===== config.mk =====
export PLATFORM = sky130hd
export DESIGN_NAME = acsc_top
export DESIGN_NICKNAME = d
export VERILOG_FILES = /design/src/inc/acsc_pkg.sv /design/src/hdl/acsc_sar_clk.sv /design/src/hdl/acsc_top.sv
export VERILOG_INCLUDE_DIRS = /design/src /design/src/inc
export SDC_FILE = /design/constraint.sdc
export NUM_CORES = 1
export LEC_CHECK = 0
export ABC_AREA = 1
export BUFFER_PORTS_ARGS = -buffer_cell sky130_fd_sc_hd__buf_2
export CORE_UTILIZATION = 57
export DETAILED_ROUTE_END_ITERATION = 12
export PLACE_DENSITY = 0.85
export SLEW_MARGIN = 40
export SYNTH_ARGS = -nofsm -noshare
export SYNTH_HDL_FRONTEND = slang
export SYNTH_SLANG_ARGS = --single-unit
export TNS_END_PERCENT = 1

===== constraint.sdc =====
create_clock -name clk -period 5.1 [get_ports clk]
set_clock_uncertainty 0.2 [all_clocks]
set_input_delay 0.51 -clock clk [delete_from_list [all_inputs] [get_ports clk]]
set_output_delay 0.51 -clock clk [all_outputs]
set_load 0.01 [all_outputs]

===== src/inc/acsc_defs.svh =====
/*
 Named constants of the converter start control: register space, control
 register address, reset value, bit positions and sequencing counts.
 Assumes a 50 MHz system clock and a SAR clock derived from it.
*/
// Contract
// Track mode bit set: a window starts only on the chosen start source.
// Low power, source 001: timer 0 overflow, 3 SAR clocks track, convert.
// Low power, source 010: timer 2 overflow, 3 SAR clocks track, convert.
// Low power, source 101: timer 3 overflow, 3 SAR clocks track, convert.
// Window flag sets on a matching result and holds until software clears.
// Register space answers 0x80 to 0xFF; control register sits at 0xE8.
// Addresses ending 0x0 or 0x8 take bit and byte access, others byte only.
// Software leaves unoccupied addresses alone; their effect is undefined.
// Busy=1 at source 000 starts; busy reads 1 until the end, then done sets.
// Enable low: shut down; normal mode tracks except while converting.
`ifndef ACSC_DEFS_SVH
`define ACSC_DEFS_SVH

`define ACSC_SPACE_LO      8'h80
`define ACSC_SPACE_HI      8'hFF
`define ACSC_CTRL_ADDR     8'hE8
`define ACSC_CTRL_RST      8'h00
`define ACSC_BIT_ADDR_LOW  3'h0
`define ACSC_BUSY_BIT      3'h4
`define ACSC_TM_BIT        3'h6
`define ACSC_SRC_SW        3'h0
`define ACSC_SRC_T0        3'h1
`define ACSC_SRC_T2        3'h2
`define ACSC_SRC_T1        3'h3
`define ACSC_SRC_EXT       3'h4
`define ACSC_SRC_T3        3'h5
`define ACSC_SYSCLK_HZ     50000000
`define ACSC_SARCLK_MAX_HZ 3000000
`define ACSC_SAR_DIV       ((`ACSC_SYSCLK_HZ + `ACSC_SARCLK_MAX_HZ - 1) \
                            / `ACSC_SARCLK_MAX_HZ)
`define ACSC_TRACK_TICKS   3
`define ACSC_CONV_TICKS    10

`endif


===== src/inc/acsc_pkg.sv =====
/*
 Types of the converter start control: register layout, bus request,
 trigger bundle and sequencer states.
 Assumes the constants header is compiled alongside.
*/
`default_nettype none
package acsc_pkg;

   typedef struct packed {
      logic       en;
      logic       tm;
      logic       done;
      logic       busy;
      logic       wint;
      logic [2:0] cm;
   } acsc_ctrl_t;

   // Bit operations carry their data in wdata[0]
   typedef struct packed {
      logic [7:0] addr;
      logic       wr;
      logic       rd;
      logic       bitOp;
      logic [2:0] bitIdx;
      logic [7:0] wdata;
   } acsc_sfr_req_t;

   typedef struct packed {
      logic t0;
      logic t1;
      logic t2;
      logic t3;
   } acsc_trig_t;

   typedef enum logic [2:0] {
      ST_IDLE  = 3'b001,
      ST_TRACK = 3'b010,
      ST_CONV  = 3'b100
   } acsc_state_t;

endpackage : acsc_pkg
`default_nettype wire


===== src/hdl/acsc_sar_clk.sv =====
/*
 SAR clock tick generator: one-cycle tick every divider period.
 Assumes restart is pulsed on each sequencer state change.
*/
`include "acsc_defs.svh"
`default_nettype none
module acsc_sar_clk (
   // Clock and reset
   input  wire logic clk,
   input  wire logic rst,
   // Phase control
   input  wire logic restart,
   output logic      tick
);
   localparam logic [4:0] DivLast = 5'(`ACSC_SAR_DIV - 1);

   logic [4:0] divCnt_r;

   // Restart aligns windows to whole SAR clocks from state entry
   always_ff @(posedge clk or posedge rst) begin
      if (rst) begin
         divCnt_r <= 5'h00;
      end else if (restart || divCnt_r == DivLast) begin
         divCnt_r <= 5'h00;
      end else begin
         divCnt_r <= divCnt_r + 5'h01;
      end
   end

   // Tick comes from the counter alone; gating it by restart would loop
   // back through the sequencer's next-state logic
   assign tick = divCnt_r == DivLast;

endmodule : acsc_sar_clk
`default_nettype wire


===== src/hdl/acsc_top.sv =====
/*
 Converter start-of-conversion control with its control/status register
 in the special register space.
 Assumes a CPU bus on the same clock and an async external start pin.
*/
`include "acsc_defs.svh"
`default_nettype none
module acsc_top (
   // Clock and reset
   input  wire logic                    clk,
   input  wire logic                    rst,
   // Special register space
   input  wire acsc_pkg::acsc_sfr_req_t sfrReq,
   output logic [7:0]                   sfrRdata,
   output logic                         sfrRdValid,
   output logic                         sfrHit,
   // Triggers
   input  wire acsc_pkg::acsc_trig_t    timerOvf,
   input  wire logic                    externalConvertStartPin,
   // Converter core
   input  wire logic                    windowMatch,
   output logic                         converterEnable,
   output logic                         trackActive,
   output logic                         convActive,
   output logic                         sarTick,
   output logic                         convDone
);
   import acsc_pkg::*;

   localparam logic [3:0] TrackLast = 4'(`ACSC_TRACK_TICKS - 1);
   localparam logic [3:0] ConvLast  = 4'(`ACSC_CONV_TICKS - 1);
   localparam acsc_ctrl_t CtrlRst = acsc_ctrl_t'(`ACSC_CTRL_RST);
   localparam int TrackCyc = `ACSC_TRACK_TICKS * `ACSC_SAR_DIV;
   localparam int ConvCyc  = `ACSC_CONV_TICKS * `ACSC_SAR_DIV;

   acsc_state_t state_r;
   acsc_state_t state_nxt;
   acsc_ctrl_t  readVal;
   acsc_ctrl_t  wrVal;
   logic        enable_r;
   logic        trackMode_r;
   logic        doneFlag_r;
   logic        winFlag_r;
   logic [2:0]  srcSel_r;
   logic [3:0]  tickCnt_r;
   logic [7:0]  rdData_r;
   logic        rdValid_r;
   logic        convDone_r;
   logic        cnvMeta_r;
   logic        cnvSync_r;
   logic        cnvPrev_r;
   logic        cnvEdge;
   logic        wrHit;
   logic        srcHit;
   logic        swStart;
   logic        startReq;
   logic        convEnd;
   logic        restart;
   logic [7:0]  cycCnt_r;
   logic [7:0]  bitMerge;

   function automatic logic inSpace(input logic [7:0] a);
      return a >= `ACSC_SPACE_LO && a <= `ACSC_SPACE_HI;
   endfunction : inSpace

   function automatic logic isBitAddr(input logic [7:0] a);
      return a[2:0] == `ACSC_BIT_ADDR_LOW;
   endfunction : isBitAddr

   // address decode
   // bit access only where address allows
   assign sfrHit = inSpace(sfrReq.addr) && sfrReq.addr == `ACSC_CTRL_ADDR
                   && (!sfrReq.bitOp || isBitAddr(sfrReq.addr));
   assign wrHit  = sfrHit && sfrReq.wr;

   // busy reads from sequencer
   always_comb begin
      readVal = acsc_ctrl_t'({enable_r, trackMode_r, doneFlag_r,
                              state_r != ST_IDLE, winFlag_r, srcSel_r});
      bitMerge = readVal;
      bitMerge[sfrReq.bitIdx] = sfrReq.wdata[0];
      wrVal = sfrReq.bitOp ? acsc_ctrl_t'(bitMerge)
                           : acsc_ctrl_t'(sfrReq.wdata);
   end

   // Plain control fields
   always_ff @(posedge clk or posedge rst) begin
      if (rst) begin
         enable_r    <= CtrlRst.en;
         trackMode_r <= CtrlRst.tm;
         srcSel_r    <= CtrlRst.cm;
      end else if (wrHit) begin
         enable_r    <= wrVal.en;
         trackMode_r <= wrVal.tm;
         srcSel_r    <= wrVal.cm;
      end
   end

   // window flag, hardware set beats software clear
   always_ff @(posedge clk or posedge rst) begin
      if (rst) begin
         doneFlag_r <= CtrlRst.done;
         winFlag_r  <= CtrlRst.wint;
      end else begin
         // done flag at conversion end
         doneFlag_r <= convEnd ? 1'b1 : (wrHit ? wrVal.done : doneFlag_r);
         winFlag_r  <= (convEnd && windowMatch) ? 1'b1
                       : (wrHit ? wrVal.wint : winFlag_r);
      end
   end

   // Registered read data, one cycle after the request
   always_ff @(posedge clk or posedge rst) begin
      if (rst) begin
         rdData_r  <= 8'h00;
         rdValid_r <= 1'b0;
      end else begin
         rdValid_r <= sfrHit && sfrReq.rd;
         if (sfrHit && sfrReq.rd) begin
            rdData_r <= sfrReq.bitOp ? {7'h00, readVal[sfrReq.bitIdx]}
                                     : readVal;
         end
      end
   end

   // External start pin: two stages before any logic
   always_ff @(posedge clk or posedge rst) begin
      if (rst) begin
         {cnvMeta_r, cnvSync_r, cnvPrev_r} <= 3'b000;
      end else begin
         cnvMeta_r <= externalConvertStartPin;
         cnvSync_r <= cnvMeta_r;
         cnvPrev_r <= cnvSync_r;
      end
   end
   assign cnvEdge = cnvSync_r && !cnvPrev_r;

   // software start only with source 000
   assign swStart = wrHit && wrVal.busy && srcSel_r == `ACSC_SRC_SW;

   // trigger chosen by start source
   always_comb begin
      unique case (srcSel_r)
         `ACSC_SRC_SW:  srcHit = swStart;
         // timer 0 trigger
         `ACSC_SRC_T0:  srcHit = timerOvf.t0;
         // timer 2 trigger
         `ACSC_SRC_T2:  srcHit = timerOvf.t2;
         `ACSC_SRC_T1:  srcHit = timerOvf.t1;
         `ACSC_SRC_EXT: srcHit = cnvEdge;
         // timer 3 trigger
         `ACSC_SRC_T3:  srcHit = timerOvf.t3;
         default:       srcHit = 1'b0;
      endcase
   end
   assign startReq = enable_r && srcHit;

   // Triggers arriving while busy are dropped, not queued
   always_comb begin
      state_nxt = state_r;
      unique case (state_r)
         ST_IDLE: begin
            // low power mode tracks first
            if (startReq) begin
               state_nxt = trackMode_r ? ST_TRACK : ST_CONV;
            end
         end
         ST_TRACK: begin
            // three SAR clock window then convert
            if (sarTick && tickCnt_r == TrackLast) begin
               state_nxt = ST_CONV;
            end
         end
         ST_CONV: begin
            if (sarTick && tickCnt_r == ConvLast) begin
               state_nxt = ST_IDLE;
            end
         end
         default: state_nxt = ST_IDLE;
      endcase
      // shutdown forces idle
      if (!enable_r) begin
         state_nxt = ST_IDLE;
      end
   end

   assign restart = state_nxt != state_r;
   assign convEnd = enable_r && state_r == ST_CONV && state_nxt == ST_IDLE;

   always_ff @(posedge clk or posedge rst) begin
      if (rst) begin
         state_r <= ST_IDLE;
      end else begin
         state_r <= state_nxt;
      end
   end

   always_ff @(posedge clk or posedge rst) begin
      if (rst) begin
         tickCnt_r <= 4'h0;
      end else if (restart) begin
         tickCnt_r <= 4'h0;
      end else if (sarTick) begin
         tickCnt_r <= tickCnt_r + 4'h1;
      end
   end

   always_ff @(posedge clk or posedge rst) begin
      if (rst) begin
         convDone_r <= 1'b0;
      end else begin
         convDone_r <= convEnd;
      end
   end

   acsc_sar_clk u_sarClk (
      .clk     (clk),
      .rst     (rst),
      .restart (restart),
      .tick    (sarTick)
   );

   assign sfrRdata        = rdData_r;
   assign sfrRdValid      = rdValid_r;
   assign converterEnable = enable_r;
   assign convActive      = state_r == ST_CONV;
   // continuous tracking in normal mode
   assign trackActive     = enable_r && (trackMode_r ? state_r == ST_TRACK
                                                     : state_r != ST_CONV);
   assign convDone        = convDone_r;

   // Cycles spent in the current state, read only by checks
   always_ff @(posedge clk or posedge rst) begin
      if (rst) begin
         cycCnt_r <= 8'h00;
      end else if (restart) begin
         cycCnt_r <= 8'h00;
      end else begin
         cycCnt_r <= cycCnt_r + 8'h01;
      end
   end
endmodule : acsc_top
`default_nettype wire


==> out/results.tsv, run 1 <==
stage	metric	value	unit
clocking	cts_resized	0	
global_routing	use_met2	39.8	%
route	first_pass_iters	4	
placed_design	place_inst	321	
yosys	syn_inst	236	
critical_path	cp.arrival	1.49	ns
sta	max_slew.worst_pin.slew	0.416	ns
global_routing	track_usage	25.3	%
yosys	synthDistinctLibCells	30	
die	core	3100	µm²
final_layout	final_layout_size_suffix_gt1_share	29.1	%
power_and_ir_drop	peakVddDrop	0.231	mV
die	initial_core_util	60.6	%
placed_design	place_hpwl	2960	µm
sta	holdWs	0.0364	ns
critical_path	reg2reg_to	u_sarClk.divCnt_r[2]	
yosys	synth_xor_xnor_area_share	2.79	%
power_and_ir_drop	p_int	450	µW
sta	hold_violations	0	
clocking	h-tree-depth	2	
route	via_per_inst	5.21	
sta	max_freq	454	MHz
global_routing	antenna_found_initial	0	
route	num_vias	1713	
yosys	yosysSeqAreaShare	42.6	%
final_layout	seq_area	802	µm²
die	die_area	3530	µm²
power_and_ir_drop	pwr-share-clk	24.3	%
yosys	synthSimpleGateAreaFrac	30.7	%
critical_path	end_kind	output port	
global_routing	grtUsageMet3	4.59	%
flow_run	cap_violations	0	
critical_path	worst_path_max_delay_cell	dfstp_2	
sta	setup_viol	0	
global_routing	grt_pass1_wl	6640	µm
route	wl_per_cell	11.6	µm
outcome	status	finished clean	
placed_design	post-place-ws	2.83	ns
critical_path	reg2regPathDepth	14	
sta	period_minus_slack	2.20	ns
final_layout	fin_nets	319	
placed_design	portBuffers	44	
yosys	ys_warn_count	0	
yosys	syn-num-nets	271	
route	drcViolationCount	0	
critical_path	criticalPathCategory	register to output port	
critical_path	max_stage_delay	0.57	ns
clocking	cts_tree	built	
sta	drv_slew	0	
critical_path	rrSetupSlack	2.96	ns
yosys	synthMuxAreaShare	0	%
clocking	clkTransAtPathRegs	0.10	ns
final_layout	n_antenna_cell	0	
die	die_w	59.5	µm
clocking	cts_made_buffers	5	
power_and_ir_drop	p_comb_share	25.5	%
clocking	cts_setup_buffers	0	
die	pin_count	45	
final_layout	area_growth_syn_to_layout	17.5	%
hold_path	min_path_type	primary input to async pin	
power_and_ir_drop	powerDensity	300	nW/µm²
global_routing	grt_pass1_vias	1571	
power_and_ir_drop	p_seq_share	50.1	%
yosys	synth_fa_ha_area_share	3.32	%
final_layout	multi_input_area	915	µm²
sta	tns	0	ns
clocking	clock_path_buffers	2	
yosys	synth_seq_cells	32	
final_layout	nFillCells	269	
sta	fin_crit_sh	43.2	%
route	wirelength	3810	µm
clocking	cts.sinks	32	
sta	worst_slack	2.90	ns
die	rows	20	
sta	max_slew_margin	72.3	%
global_routing	grt_util_met1	34.4	%
route	initialDrtViolationCount	67	
critical_path	required	4.39	ns
global_routing	overflow	0	
clocking	cts_hold_buf	0	
sta	rsz0062_at_grt	false	
final_layout	layoutNonFillerInstCount	329	
critical_path	r2r_start	u_sarClk.divCnt_r[0]	
yosys	synth_compound_area_share	11.8	%
clocking	cts_root_buf	clkbuf_4	
yosys	synth_top_family_by_area	simple AND/OR/NAND/NOR gates	
route	ant_nets	0	
die	die-height	59.5	µm
global_routing	grt.busiest_layer	met2	
power_and_ir_drop	switchingPower	212	µW
yosys	synth_area_per_cell	7.97	µm²
power_and_ir_drop	swShare	32.1	%
power_and_ir_drop	power.leakage	0.00116	µW
placed_design	routabilityCongestion	0.866	
global_routing	grt_max_degree	33	
critical_path	path_cells	inv_1 > nand3_1 > o21ai_0 > a21oi_1 > buf_2	
critical_path	crit_path_start_kind	register	
yosys	synthesis.area	1880	µm²
critical_path	cp_max_fo	4	
clocking	clk_latency	0.33	ns
==> sequential cells by signal (all words and copies together), names as in the netlist <==
name	flops
cnvMeta_r	1
state_r	3
doneFlag_r	1
trackMode_r	1
converterEnable	1
u_sarClk.divCnt_r	5
convDone	1
cnvPrev_r	1
srcSel_r	3
tickCnt_r	4
sfrRdValid	1
winFlag_r	1
sfrRdata	8
cnvSync_r	1
==> cell usage in the layout, fill, tap and decap left out, drive strengths merged <==
cell	Yosys	final
nor3	7	7
ha	5	5
a211oi	1	1
xor2	5	5
nand3	23	23
dfstp	1	1
nand2	53	53
o21bai	1	1
nand4	3	3
dfrtp	31	31
o31ai	6	6
buf	1	45
a2bb2oi	1	1
a21oi	9	9
inv	38	38
xnor2	1	1
o21ai	14	14
nor2	28	28
clkbuf	3	8
a22oi	3	3
o211ai	2	2
==> synth_stat cells (all sizes together) <==
master	number	area share, %
o21ai	14	3.7
o21bai	1	0.40
clkbuf	3	0.60
a211oi	1	0.40
a21oi	9	2.4
a22oi	3	1.2
ha	5	3.3
nand2	53	12
xnor2	1	0.47
nor2	28	8.1
a2bb2oi	1	0.47
o31ai	6	2.4
nand4	3	1.0
nor3	7	2.1
dfrtp	31	41
o211ai	2	0.80
xor2	5	2.3
dfstp	1	1.4
buf	1	0.60
nand3	23	7.6
inv	38	7.6
==> cell type report <==
cell class / instances / area share [%]
clock buffer: 8 / 3.11
sequential: 32 / 36.3
tap: 44 / 2.49
timing repair buffer: 45 / 10.3
multi-input combinational: 162 / 41.4
inverter: 38 / 6.45
==> power by group through the flow <==
stage               Combinational (µW)  Sequential, µW  Clock [µW]
finish                             169             332         161
global route                       189             339         178
CTS                                172             333         166
detailed placement                 171             338           0
global placement                   162             336           0
floorplan                          134             329           0
==> worst max-delay path, delay by kind of cell (launching register included) <==
kind                   cells  cell delay [ns]
AOI/OAI and AO/OA          2             0.23
buffers and inverters      2             0.20
DFF                        1             0.57
and+or+nand+nor            1             0.16
==> stage by stage <==
step / utilization [%] / total power, µW / area [µm²]
final: 71.3 / 662 / 2210
after global routing: 71.3 / 706 / 2210
after CTS: 71.3 / 671 / 2210
after detailed placement: 69.0 / 509 / 2140
after global placement: 69.0 / 498 / 2140
after floorplan: - / 463 / 1880
==> layer usage <==
| metal | vias to the layer above | wire [µm] | share of wire [%] |
|---|---|---|---|
| met5 | - | 0 | 0 |
| met4 | 0 | 58 | 1.5 |
| met3 | 5 | 220 | 5.8 |
| met2 | 63 | 1760 | 46 |
| met1 | 784 | 1770 | 46 |
| li1 | 861 | - | - |
==> worst max-delay path by stage <==
stage	start	endpoint	slack, ns	depth (start not counted)
2_1_floorplan	sfrReq[16]	u_sarClk.divCnt_r[0]	3.16	15
3_3_place_gp	sfrReq[16]	u_sarClk.divCnt_r[4]	2.92	16
3_5_place_dp	sfrReq[16]	u_sarClk.divCnt_r[4]	2.83	16
4_1_cts	state_r[0]	trackActive	2.88	5
5_1_grt	u_sarClk.divCnt_r[0]	tickCnt_r[2]	2.80	14
6_report	state_r[0]	trackActive	2.90	5
==> cell families after synthesis <==
| kind of cell | after synthesis |
|---|---|
| AND/OR/NAND/NOR | 114 |
| buffers and inverters | 42 |
| AO/OA/AOI/OAI | 37 |
| flip-flops | 32 |
| XOR/XNOR | 6 |
| adder cells (fa/ha/maj) | 5 |
Note: power is estimated with default switching activity, not from simulation.
==> run 2: changes to the inputs <==
--- a/config.mk
+++ b/config.mk
@@ -8,9 +8,9 @@
 export LEC_CHECK = 0
 export ABC_AREA = 1
 export BUFFER_PORTS_ARGS = -buffer_cell sky130_fd_sc_hd__buf_2
-export CORE_UTILIZATION = 57
+export CORE_UTILIZATION = 53
 export DETAILED_ROUTE_END_ITERATION = 12
-export PLACE_DENSITY = 0.85
+export PLACE_DENSITY = 0.8
 export SLEW_MARGIN = 40
 export SYNTH_ARGS = -nofsm -noshare
 export SYNTH_HDL_FRONTEND = slang
==> constraint.sdc (replaced) <==
create_clock -name clk -period 2.3 [get_ports clk]
set_clock_uncertainty 0.2 [all_clocks]
set_input_delay 0.23 -clock clk [delete_from_list [all_inputs] [get_ports clk]]
set_output_delay 0.23 -clock clk [all_outputs]
set_load 0.01 [all_outputs]
==> out/results.tsv, run 2 (synthesis results as in run 1) <==
stage	metric	value	unit
outcome	status	finished clean	
final_layout	largest_register_ffs	8	
clocking	clock_path_buffers	2	
critical_path	path_cells	inv_1 > ha_1 > nand3_4 > nor2_4 > nand3_2 > o21ai_1 > inv_1 > nand2_2 > nand2_2 > nand2_2 > nand2_2 > nor2_4 > nand2_4 > nor2_2	
power_and_ir_drop	power.leakage	0.00119	µW
route	num_vias	1705	
sta	hold_violations	0	
hold_path	whs_path_depth	3	
route	first_pass_iters	5	
critical_path	cp.arrival	2.13	ns
clocking	clk_latency	0.34	ns
die	pin_count	45	
sta	rsz0062_at_grt	false	
clocking	cts_made_buffers	5	
sta	max_slew.worst_pin.slew	0.393	ns
final_layout	final_common_cell	nand2_1	
die	rows	21	
die	die_area	3790	µm²
final_layout	n_antenna_cell	0	
global_routing	overflow	0	
critical_path	rrSetupSlack	0.24	ns
sta	max_slew_margin	73.6	%
placed_design	post-place-ws	0.244	ns
clocking	cts_tree	built	
critical_path	r2r_start	u_sarClk.divCnt_r[0]	
critical_path	required	2.37	ns
critical_path	reg2regPathDepth	14	
final_layout	final_layout_size_suffix_gt1_share	29.0	%
final_layout	layoutNonFillerInstCount	339	
clocking	clkTransAtPathRegs	0.10	ns
global_routing	grt_util_met1	32.5	%
global_routing	track_usage	22.9	%
die	die-height	61.6	µm
clocking	cts.sinks	32	
final_layout	finalInstanceArea	2280	µm²
global_routing	grt_pass1_vias	1469	
sta	worst_slack	0.235	ns
critical_path	critPathMostFrequentCell	nand2_2	
sta	fin_crit_sh	89.8	%
critical_path	crit_path_start_kind	register	
die	initial_core_util	56.0	%
critical_path	criticalPathCategory	register to register	
global_routing	use_met2	34.1	%
placed_design	place_hpwl	2880	µm
hold_path	min_path_type	primary input to register	
global_routing	grtUsageMet3	4.41	%
route	ant_nets	0	
critical_path	cp_max_fo	5	
flow_run	cap_violations	0	
hold_path	hold_end	trackMode_r	
final_layout	mostFrequentLayoutCells	45 x nand2_1, 44 x buf_2, 36 x inv_1	
hold_path	hold_start	sfrReq[6]	
clocking	cts_root_buf	clkbuf_4	
clocking	h-tree-depth	2	
global_routing	grt_pass1_wl	6290	µm
final_layout	area_growth_syn_to_layout	20.9	%
sta	max_freq	484	MHz
placed_design	place_area	2170	µm²
placed_design	place_inst	326	
sta	setup_viol	0	
sta	tns	0	ns
final_layout	fin_nets	327	
die	die_w	61.6	µm
route	wl_per_cell	11.3	µm
placed_design	portBuffers	44	
critical_path	reg2reg_to	u_sarClk.divCnt_r[3]	
route	drcViolationCount	0	
global_routing	grt_max_degree	33	
sta	period_minus_slack	2.06	ns
route	via_per_inst	5.03	
critical_path	cp_num_buf_inv	2	
critical_path	end_kind	register	
sta	drv_slew	0	
power_and_ir_drop	powerDensity	639	nW/µm²
route	initialDrtViolationCount	80	
placed_design	routabilityCongestion	0.928	
global_routing	grt.busiest_layer	met2	
critical_path	max_stage_delay	0.43	ns
route	wirelength	3820	µm
critical_path	crit_family	simple AND/OR/NAND/NOR gates	
critical_path	worst_path_max_delay_cell	dfrtp_1	
global_routing	antenna_found_initial	0	
final_layout	nFillCells	321	
power_and_ir_drop	peakVddDrop	0.389	mV
die	core	3360	µm²
run 2: cell count changes in the layout (fill, tap and decap cells not counted), sizes merged:
| cell | change |
|---|---|
| dlygate4sd3 | +5 |
| buf | +3 |
run 2: final cells by class:
cell class / instances / area [µm²] / share of cell area, %
multi-input combinational: 162 / 915 / 40.2
timing repair buffer: 53 / 300 / 13.2
tap: 46 / 57.6 / 2.53
inverter: 38 / 143 / 6.27
sequential: 32 / 802 / 35.2
clock buffer: 8 / 58.8 / 2.58
run 2: power by group:
group | leakage [µW] | switching, µW | internal, µW | total (µW)
combinational | 0.000751 | 206 | 181 | 386
clock | 0.0000326 | 183 | 151 | 334
sequential | 0.000406 | 90.7 | 644 | 734
total | 0.00119 | 479 | 975 | 1450
run 2: worst max-delay path by stage:
| stage | startpoint | endpoint | slack [ns] | cells past startpoint |
|---|---|---|---|---|
| after global placement | u_sarClk.divCnt_r[0] | u_sarClk.divCnt_r[3] | 0.31 | 14 |
| after global routing | u_sarClk.divCnt_r[0] | u_sarClk.divCnt_r[2] | 0.01 | 14 |
| after CTS | u_sarClk.divCnt_r[0] | u_sarClk.divCnt_r[3] | 0.21 | 14 |
| final | u_sarClk.divCnt_r[0] | u_sarClk.divCnt_r[3] | 0.24 | 14 |
| after detailed placement | u_sarClk.divCnt_r[0] | u_sarClk.divCnt_r[3] | 0.24 | 14 |
| after floorplan | u_sarClk.divCnt_r[0] | u_sarClk.divCnt_r[0] | 0.42 | 14 |
run 2: layer usage:
layer	part of all wire, %	wire, µm
met1	48	1840
met2	44	1690
met3	5.5	209
met4	2.2	83
met5	0	0
run 2: repair_timing:
item / 4_1_cts / 5_1_grt
setup buffers: 0 / 0
gates resized for setup: 0 / 0
hold endpoints to repair: 35 / 0
hold buffers: 5 / 0
run 2: worst register-to-register path, delay by kind of cell (launching register included):
kind | cells | cell delay, ns
fa+ha+maj | 1 | 0.19
flops | 1 | 0.43
simple gates | 10 | 0.90
compound gates | 1 | 0.12
buf+inv | 2 | 0.16
run 2: per-stage QoR:
step           hold WS, ns  total power, µW  util, %
3_5_place_dp         0.132             1130     64.4
3_3_place_gp         0.134             1110     64.4
6_report           0.00601             1450     67.7
4_1_cts            0.00139             1470     67.7
2_1_floorplan       0.0614             1030        -
5_1_grt             0.0363             1560     67.7
==> run 3: changes to the inputs <==
==> constraint.sdc (replaced) <==
create_clock -name clk -period 2.3 [get_ports clk]
set_clock_uncertainty 0.2 [all_clocks]
set_input_delay 0.46 -clock clk [delete_from_list [all_inputs] [get_ports clk]]
set_output_delay 0.46 -clock clk [all_outputs]
set_load 0.01 [all_outputs]
==> out/results.tsv, run 3 (synthesis results as in run 1) <==
stage	metric	value	unit
clocking	cts_made_buffers	5	
clocking	clkTransAtPathRegs	0.09	ns
die	die_w	61.6	µm
clocking	cts_setup_buffers	0	
critical_path	cp_max_fo	4	
sta	fin_crit_sh	92.8	%
final_layout	nFillCells	304	
final_layout	final_common_cell	nand2_1	
sta	hold_violations	0	
power_and_ir_drop	power.leakage	0.00117	µW
final_layout	largest_register_ffs	8	
global_routing	grt_pass1_vias	1476	
power_and_ir_drop	powerDensity	630	nW/µm²
placed_design	place_inst	326	
route	first_pass_iters	4	
die	die_area	3790	µm²
clocking	clock_path_buffers	2	
die	rows	21	
global_routing	grt_pass1_wl	6340	µm
final_layout	layoutNonFillerInstCount	334	
global_routing	track_usage	23.0	%
final_layout	seq_area	802	µm²
route	top_layer	met4	
die	initial_core_util	56.0	%
final_layout	area_growth_syn_to_layout	18.7	%
placed_design	place_hpwl	2950	µm
route	drcViolationCount	0	
placed_design	portBuffers	44	
final_layout	mostFrequentLayoutCells	45 x nand2_1, 44 x buf_2, 36 x inv_1	
outcome	status	finished clean	
global_routing	grt_max_degree	33	
die	pin_count	45	
sta	max_slew.worst_pin.slew	0.403	ns
critical_path	required	1.64	ns
clocking	cts_tree	built	
clocking	cts.sinks	32	
route	dr_wl_met3	185	µm
route	ant_nets	0	
sta	max_freq	468	MHz
sta	holdWs	0.0469	ns
critical_path	crit_path_start_kind	register	
sta	max_slew_margin	72.9	%
sta	period_minus_slack	2.14	ns
route	num_vias	1708	
die	core	3360	µm²
route	dr_wl_met2	1740	µm
critical_path	criticalPathCategory	register to output port	
die	die-height	61.6	µm
critical_path	cp.arrival	1.48	ns
final_layout	n_antenna_cell	0	
route	wirelength	3850	µm
final_layout	finalInstanceArea	2230	µm²
route	drt-met1-wl	1890	µm
route	wl_per_cell	11.5	µm
final_layout	final_layout_size_suffix_gt1_share	30.2	%
sta	setup_viol	0	
critical_path	end_kind	output port	
sta	tns	0	ns
clocking	h-tree-depth	2	
sta	rsz0062_at_grt	false	
placed_design	routabilityCongestion	0.896	
placed_design	place_area	2170	µm²
route	via_per_inst	5.11	
global_routing	overflow	0	
final_layout	fin_nets	323	
final_layout	multi_input_area	925	µm²
final_layout	fin_util	66.4	%
route	initialDrtViolationCount	95	
power_and_ir_drop	peakVddDrop	0.413	mV
flow_run	cap_violations	0	
hold_path	min_path_type	primary input to register	
sta	drv_slew	0	
clocking	cts_root_buf	clkbuf_4	
clocking	clk_latency	0.33	ns
global_routing	antenna_found_initial	0	
==> run 3: cell types whose count changed in the layout (fill, tap and decap cells not counted) <==
| cell | change |
|---|---|
| nor3_1 | -1 |
| nand3_2 | +1 |
| clkbuf_1 | -1 |
| nand3_1 | -1 |
| clkbuf_8 | -1 |
| clkinv_2 | +1 |
| dlygate4sd3_1 | -4 |
| nor3_2 | +1 |
==> run 3: routing by layer <==
| metal | global-route usage (%) | up-vias |
|---|---|---|
| li1 | - | 867 |
| met5 | 0 | - |
| met4 | 6.98 | 0 |
| met2 | 35.6 | 48 |
| met3 | 5.67 | 4 |
| met1 | 32.0 | 789 |
==> run 3: stage by stage <==
stage | total power [µW] | worst slack [ns]
final | 1410 | 0.165
after detailed placement | 1130 | 0.193
after CTS | 1420 | 0.105
after global routing | 1520 | 0.0343
after floorplan | 1030 | 0.407
after global placement | 1110 | 0.216
==> run 3: what timing repair did <==
item                                   CTS  global route
gates resized for setup                  0             2
setup endpoints to repair                0             1
endpoints found under the hold margin    7             0
hold buffers                             1             0
==> run 3: power breakdown <==
group / leakage, µW / total, µW / internal (µW) / switching (µW)
Sequential: 0.000406 / 739 / 644 / 95.8
Combinational: 0.000734 / 378 / 177 / 202
Clock: 0.0000281 / 289 / 112 / 177
Total: 0.00117 / 1410 / 932 / 474
==> run 3: worst paths after layout <==
kind	start	end	slack, ns	cells after the start
min in group asynchronous	rst	u_sarClk.divCnt_r[3]	0.53	4
min	externalConvertStartPin	cnvMeta_r	0.05	1
max	state_r[0]	trackActive	0.16	5
max reg2reg	u_sarClk.divCnt_r[0]	u_sarClk.divCnt_r[2]	0.22	14
max in group asynchronous	rst	state_r[0]	1.04	4
min reg2reg	cnvMeta_r	cnvSync_r	0.18	0
==> run 3: critical path, cell delays in order (launching register included) <==
cell and delay [ns]:
dfstp_2 0.58, inv_1 0.07, nand3_2 0.10, o21ai_0 0.08, a21oi_1 0.16, buf_2 0.15
==> run 3: layout make-up <==
type | count | share of cell area [%]
repair buffers | 49 | 11.7
clock inverters | 1 | 0.224
clock buffers | 6 | 1.85
multi-input cells | 162 | 41.4
well taps | 46 | 2.58
flip-flops and latches | 32 | 35.9
inverters | 38 | 6.39
